`src/shared/lvdc_pkg.sv`:
```
// Constants shared by the low-voltage detector control block
package lvdc_pkg;
    // Register addresses on the internal bus
    localparam logic [15:0] ADDR_DIR    = 16'hff2c;
    localparam logic [15:0] ADDR_CTL    = 16'hffbe;
    localparam logic [15:0] ADDR_LVL    = 16'hffbf;
    // Control register field positions
    localparam int          CTL_EN_BIT  = 7;
    localparam int          SRC_BIT     = 2;
    localparam int          MODE_BIT    = 1;
    localparam int          FLAG_BIT    = 0;
    // Values after a non-detector reset
    localparam logic [7:0]  CTL_RST     = 8'h00;
    localparam logic [7:0]  LVL_RST     = 8'h00;
    localparam logic [7:0]  DIR_RST     = 8'hff;
    // Stored widths
    localparam int          LVL_W       = 4;
    localparam int          DIR_W       = 3;
    // Timing at a 20 MHz clock, least times rounded up
    localparam int          CLK_KHZ     = 20000;
    localparam int          STAB_US     = 10;
    localparam int          PERSIST_US  = 200;
    localparam int          STAB_CYC    = (STAB_US * CLK_KHZ + 999) / 1000;
    localparam int          PERSIST_CYC = (PERSIST_US * CLK_KHZ + 999) / 1000;
    localparam int          PERSIST_W   = 12;
endpackage

```
`src/shared/lvdc_cmp_if.sv`:
```
// Link between the control registers and the comparator qualifier
interface lvdc_cmp_if;
    logic arm;
    logic raw;
    logic below;
    modport filt (input arm, input raw, output below);
    modport ctrl (output arm, output raw, input below);
endinterface

```
`src/hw/lvdc_filter.sv`:
```
// Comparator synchroniser and minimum-duration qualifier
module lvdc_filter (
    input  wire logic clock,   // System clock
    input  wire logic sys_rst, // Synchronous reset
    input  wire logic ce,      // Clock enable
    lvdc_cmp_if.filt  cmp      // Arm, raw level, qualified flag
);
    import lvdc_pkg::*;

    typedef struct packed {
        logic                 sync1;
        logic                 sync2;
        logic [PERSIST_W-1:0] count;
        logic                 below;
    } lvdc_filt_st_t;

    lvdc_filt_st_t st;
    lvdc_filt_st_t next_st;

    // Two flops first; the count only ever looks at the second one
    always_comb
    begin
        next_st       = st;
        next_st.sync1 = cmp.raw;
        next_st.sync2 = st.sync1;
        if (!cmp.arm || !st.sync2)
        begin
            // Disabled or back at level: flag drops at once
            next_st.count = '0;
            next_st.below = 1'b0;
        end
        else if (st.count == PERSIST_W'(PERSIST_CYC - 1))
        begin
            next_st.below = 1'b1;
        end
        else
        begin
            next_st.count = st.count + PERSIST_W'(1);
        end
    end

    // Short dips never reach the flag, which also filters glitches
    always_ff @(posedge clock)
    begin
        if (sys_rst)
            st <= '0;
        else if (ce)
            st <= next_st;
    end

    assign cmp.below = st.below;
endmodule

```
`src/hw/lvdc_top.sv`:
```
// Low-voltage detector control: registers, mode logic and reset request
module lvdc_top (
    input  wire logic        clock,          // System clock, 20 MHz
    input  wire logic        sys_rst,        // Any non-detector reset
    input  wire logic        ce,             // Clock enable
    input  wire logic [15:0] mem_addr,       // Bus address
    input  wire logic        mem_rd,         // Read strobe
    input  wire logic        mem_wr,         // Byte write strobe
    input  wire logic        mem_bit_wr,     // Single-bit write strobe
    input  wire logic [2:0]  mem_bit_pos,    // Bit number for bit write
    input  wire logic [7:0]  mem_wdata,      // Write data, bit 0 for bit wr
    output logic      [7:0]  mem_rdata,      // Registered read data
    input  wire logic        comp_below_raw, // Async comparator, 1 = below
    output logic             comp_enable,    // Runs the comparator
    output logic             use_fixed_ref,  // Sense pin vs fixed reference
    output logic [lvdc_pkg::LVL_W-1:0] threshold_level, // Level code
    output logic             low_voltage_irq,       // Interrupt pulse
    output logic             detector_reset_req,    // Internal reset level
    output logic             reset_cause_set,       // Cause bit set pulse
    output logic             irq_mask_set,          // Mask flag set level
    output logic [lvdc_pkg::DIR_W-1:0] pin_oe       // Pin output enables
);
    import lvdc_pkg::*;

    typedef struct packed {
        logic             enable;
        logic             src;
        logic             mode;
        logic [LVL_W-1:0] lvl;
        logic [DIR_W-1:0] dir;
        logic             prev_flag;
        logic             irq;
        logic             rst_req;
        logic             cause;
        logic [7:0]       rdata;
    } lvdc_top_st_t;

    localparam lvdc_top_st_t ST_RST = '{
        enable:  CTL_RST[CTL_EN_BIT],
        src:     CTL_RST[SRC_BIT],
        mode:    CTL_RST[MODE_BIT],
        lvl:     LVL_RST[LVL_W-1:0],
        dir:     DIR_RST[DIR_W-1:0],
        default: '0
    };

    lvdc_top_st_t st;
    lvdc_top_st_t next_st;
    logic         flag;
    logic         wr_any;
    logic [7:0]   ctl_img;
    logic [7:0]   lvl_img;
    logic [7:0]   dir_img;
    logic [7:0]   w_ctl;
    logic [7:0]   w_lvl;
    logic [7:0]   w_dir;

    lvdc_cmp_if cmp_link ();

    // Byte write replaces the image, bit write changes one bit of it
    function automatic logic [7:0] lvdc_merge(
        input logic [7:0] old_v,
        input logic       byte_wr,
        input logic       bit_wr,
        input logic [2:0] pos,
        input logic [7:0] wd
    );
        logic [7:0] v;
        v = old_v;
        if (byte_wr)
            v = wd;
        else if (bit_wr)
            v[pos] = wd[0];
        return v;
    endfunction

    // Qualifier sees the enable and the raw comparator level
    assign cmp_link.arm = st.enable;
    assign cmp_link.raw = comp_below_raw;

    lvdc_filter u_filter (
        .clock   (clock),
        .sys_rst (sys_rst),
        .ce      (ce),
        .cmp     (cmp_link)
    );

    // Register images as the bus sees them
    always_comb
    begin
        flag                = cmp_link.below;
        wr_any              = mem_wr | mem_bit_wr;
        ctl_img             = 8'h00;
        ctl_img[CTL_EN_BIT] = st.enable;
        ctl_img[SRC_BIT]    = st.src;
        ctl_img[MODE_BIT]   = st.mode;
        ctl_img[FLAG_BIT]   = flag & st.enable;
        lvl_img             = {{(8 - LVL_W){1'b0}}, st.lvl};
        dir_img             = {DIR_RST[7:DIR_W], st.dir};
        w_ctl = lvdc_merge(ctl_img, mem_wr, mem_bit_wr, mem_bit_pos,
                           mem_wdata);
        w_lvl = lvdc_merge(lvl_img, mem_wr, mem_bit_wr, mem_bit_pos,
                           mem_wdata);
        w_dir = lvdc_merge(dir_img, mem_wr, mem_bit_wr, mem_bit_pos,
                           mem_wdata);
    end

    // Next state: writes, event detection, reset request, read data
    always_comb
    begin
        next_st = st;
        // Flag bit is read-only, so a write to bit 0 is dropped
        if (wr_any && mem_addr == ADDR_CTL)
        begin
            next_st.enable = w_ctl[CTL_EN_BIT];
            next_st.src    = w_ctl[SRC_BIT];
            next_st.mode   = w_ctl[MODE_BIT];
        end
        // Upper level bits are not stored and read back as zero
        if (wr_any && mem_addr == ADDR_LVL)
            next_st.lvl = w_lvl[LVL_W-1:0];
        // The detector's own reset forces every pin to input
        if (st.rst_req)
            next_st.dir = DIR_RST[DIR_W-1:0];
        else if (wr_any && mem_addr == ADDR_DIR)
            next_st.dir = w_dir[DIR_W-1:0];
        // In interrupt mode any flag change interrupts, including the fall on disable
        next_st.prev_flag = flag;
        next_st.irq       = !st.mode && (flag != st.prev_flag);
        next_st.rst_req   = st.enable && st.mode && flag;
        next_st.cause     = next_st.rst_req && !st.rst_req;
        // Unmapped reads return zero
        if (mem_rd)
        begin
            unique case (mem_addr)
                ADDR_CTL: next_st.rdata = ctl_img;
                ADDR_LVL: next_st.rdata = lvl_img;
                ADDR_DIR: next_st.rdata = dir_img;
                default:  next_st.rdata = 8'h00;
            endcase
        end
    end

    // Config other than direction is untouched by our own reset; only sys_rst clears it
    always_ff @(posedge clock)
    begin
        if (sys_rst)
            st <= ST_RST;
        else if (ce)
            st <= next_st;
    end

    // Analog controls; the fixed reference makes the code irrelevant
    assign comp_enable        = st.enable;
    assign use_fixed_ref      = st.src;
    assign threshold_level    = st.src ? '0 : st.lvl;
    assign low_voltage_irq    = st.irq;
    assign detector_reset_req = st.rst_req;
    assign reset_cause_set    = st.cause;
    // Mask comes back on for either kind of reset
    assign irq_mask_set       = sys_rst | st.rst_req;
    assign pin_oe             = ~st.dir;
    assign mem_rdata          = st.rdata;
endmodule

```
`config.mk`:
```
export PLATFORM = sky130hd
export DESIGN_NAME = lvdc_top
export DESIGN_NICKNAME = d
export VERILOG_FILES = /design/src/shared/lvdc_pkg.sv /design/src/shared/lvdc_cmp_if.sv /design/src/hw/lvdc_filter.sv /design/src/hw/lvdc_top.sv
export SDC_FILE = /design/constraint.sdc
export NUM_CORES = 1
export LEC_CHECK = 0
export BUFFER_PORTS_ARGS = -buffer_cell sky130_fd_sc_hd__buf_2
export CAP_MARGIN = 40
export CELL_PAD_IN_SITES_DETAIL_PLACEMENT = 1
export CELL_PAD_IN_SITES_GLOBAL_PLACEMENT = 1
export CORE_MARGIN = 1
export CORE_UTILIZATION = 30
export CTS_CLUSTER_DIAMETER = 40
export DETAILED_ROUTE_END_ITERATION = 10
export PLACE_DENSITY = 0.76
export SLEW_MARGIN = 5
export SYNTH_ARGS = -nofsm -noshare
export SYNTH_HDL_FRONTEND = slang
export SYNTH_HIERARCHICAL = 1
export SYNTH_SLANG_ARGS = --single-unit
```
`constraint.sdc`:
```
create_clock -name clock -period 1.7 [get_ports clock]
set_input_delay 0.255 -clock clock [delete_from_list [all_inputs] [get_ports clock]]
set_output_delay 0.255 -clock clock [all_outputs]
set_load 0.01 [all_outputs]
```
==> metrics.md <==
| Metric | Value |
|---|---|
| Status | completed |
| Core area | 6495 um2 |
| Asr flop ratio synth | 0% |
| Reg2reg start | u_filter/st[12] |
| Net Count, Synth | 278 |
| Hold-fix buffers, CTS | 0 |
| Worst Setup Path Type | register to register |
| Achievable Freq | 0.6175 GHz |
| Crit start category | register |
| Synth area leader | dfxtp_1 |
| Total of max-cap violations | 0 |
| Vias per std cell | 5.685 |
| Final net count | 344 |
| WHS Path Cells | 3 |
| Tcrit/Tclk final | 95.26% |
| Post-placement cell area | 2505 um2 |
| Cells after synthesis | 243 |
| Worst Path Max Fanout | 4 |
| Inst Count DP | 379 |
| Hold wc startpoint | comp_below_raw |
| Number of buffers and inverters on the critical path | 1 |
| HP Class | primary input to register |
| CTS Sinks | 35 |
| Post-synthesis sequential area ratio | 33.96% |
| P_sw | 455.8 uW |
| Synth unique cells | 56 |
| VDD IR max | 333.8 uV |
| DPL Wire Length | 4881 um |
| Leading cell types by count after synthesis | 35 x dfxtp_1, 22 x a21oi_1, 17 x nor2_1 |
| Worst Skew | 0.009795 ns |
| Final hold violation count | 0 |
| Global-route wire length before repair | 10,960 um |
| Global-route usage over all layers | 19.15% |
| Largest net degree at the start of global routing | 17 |
| Clock power share | 44.0% |
| # IOs | 55 |
| DR WL/cell | 16.56 um |
| CTS Buffer Depth | 2 |
| Ranking of synthesized cells by area | dfxtp_1 34%, a21oi_1 5.3%, a31oi_1 3.3%, nor2_1 3.1%, a41oi_1 3.0% |
| Setup TNS | 0 ns |
| Worst setup EP type | register |
| Cell family with most CP delay | simple AND/OR/NAND/NOR gates |
| Fin. max-slew vios | 0 |
| Int Pwr | 1.331 mW |
| CP Cell Sequence | nand4bb_4 -> buf_4 -> or3_4 -> a41o_1 -> nor2_1 |
| Drt first pass iters | 4 |
| Final GP Congestion | 0.8164 |
| Slew HR | 71.10% |
| Initial antenna violation count | 0 |
| Worst Path Arrival | 1.85 ns |
| Pre-CTS setup slack | -0.01309 ns |
| Highest-delay cell along the critical path | dfxtp_1 |
| Via Count | 2,200 |
| Leading register cell type out of synthesis | dfxtp_1 |
| Worst slew pin tran | 0.4302 ns |
| Slowest stage delay, CP | 0.46 ns |
| Chip width | 84.93 um |
| LEAKAGE | 1.083 nW |
| Setup violators final | 0 |
| Die area | 7213 um2 |
| Fin Hold WS | 0.2026 ns |
| EDFF count, synth | 0 |
| Post-Route WL | 6407 um |
| Post-Layout Cell Count | 387 |
| Fin area | 2654 um2 |
| Initial core utilization | 31.77% |
| Worst-path clk slew | 0.09 ns |
| Num rows | 29 |
| TritonCTS clock tree | done |
| Worst endpoint required time | 1.93 ns |
| CTS Root Cell | clkbuf_8 |
| Clk_lat worst skew | 0.30 ns |
| Yosys top cell area share | 33.96% |
| Residual DRC | 0 |
| Area growth from synthesis to final layout | 28.62% |
| Total CTS buffers | 5 |
| R2R depth | 5 |
| Design Power | 1.787 mW |
| Finished Core Util | 40.86% |
| ANT cells | 0 |
| Sw Share | 25.51% |
| Total grt overflow | 0 |
| Minimum clock period | 1.619 ns |
| Layout cells sized above 1 | 34.52% |
| Power Density | 673.3 nW/um2 |
| Port-buffer cells | 51 |
| Vias in the first global route | 2,374 |
| Fin worst setup slack | 0.08064 ns |
| Flop and latch count out of synthesis | 35 |
| Antenna Nets Post-Route | 0 |
| WP depth | 5 |
| Power share of the sequential group | 46.0% |
| Avg Inst Size Synth | 8.491 um2 |
| Count leader, synth | dfxtp_1 |
| Combinational Power Share | 10.0% |
| Synthesized area | 2063 um2 |
| # H-tree levels | 2 |
| YS warnings | 6 |
| DRT iter0 DRCs | 104 |
| Die Height | 84.93 um |
| CP Launch Point | u_filter/st[12] |
## worst register-to-register path: cells and delay by family, from the launching register on
kind	cells	cell delay, ns
compound gates	1	0.26
flops	1	0.46
simple gates	3	0.67
buf+inv	1	0.16
## repair_timing
action | 4_1_cts | 5_1_grt
hold endpoints to repair | 0 | 0
gates resized for setup | 0 | 6
buffers inserted | 0 | 0
setup endpoints to repair | 0 | 6
## per-layer routing
metal	share of wire (%)	track usage [%]	wire (um)
met4	1.4	7.396	87
met3	4.1	5.156	260
met1	42	22.07	2690
met2	53	33.85	3369
met5	0	0	0
## kinds of logic after synthesis
family,synth area share (%)
DFF,33.96
and+or+nand+nor,32.69
buffers and inverters,6.186
xor gates and xnor gates,0.4246
muxes,2.911
adders and majority gates,0.6063
AOI/OAI and AO/OA,23.23
## registers in the layout, indices dropped and copies added, names as in the netlist
name	cells
comp_enable	1
ctl_img	1
detector_reset_req	1
dir_img	3
low_voltage_irq	1
lvl_img	4
mem_rdata	6
reset_cause_set	1
st	1
u_filter/cmp.below	1
u_filter/next_st	1
u_filter/st	13
use_fixed_ref	1
## final timing paths
check                         end  slack (ns)
max                u_filter/st[6]        0.08
min          u_filter/next_st[13]        0.20
max reg2reg        u_filter/st[6]        0.08
min reg2reg          mem_rdata[0]        0.45
## final cells by class
type                            count  area, um2
Tap cell                           77      96.34
Multi-Input combinational cell    184       1269
Fill cell                         789       3841
Clock inverter                      3      43.79
Sequential cell                    35      703.2
Clock buffer                        5      68.82
Timing Repair Buffer               77      450.4
Inverter                            6      22.52
## cell usage in the layout, fill, tap and decap left out, drive strengths merged, types with 7 or more instances in the layout
| cell | instances |
|---|---|
| dfxtp | 35 |
| nand3 | 7 |
| nor2 | 17 |
| nor2b | 7 |
| nand2 | 16 |
| nor3 | 7 |
| a41oi | 7 |
| buf | 77 |
| a21oi | 22 |
| nand4 | 10 |
| o21ai | 7 |
| a31oi | 11 |
## power by group through the flow
stage	Combinational, mW	Clock [mW]	Sequential (mW)
after floorplan	0.0871	0	0.842
after global placement	0.174	0	0.842
after detailed placement	0.178	0	0.842
after CTS	0.179	0.798	0.823
after global routing	0.197	0.837	0.823
final	0.178	0.786	0.823
(Power assumes the default switching activity.)
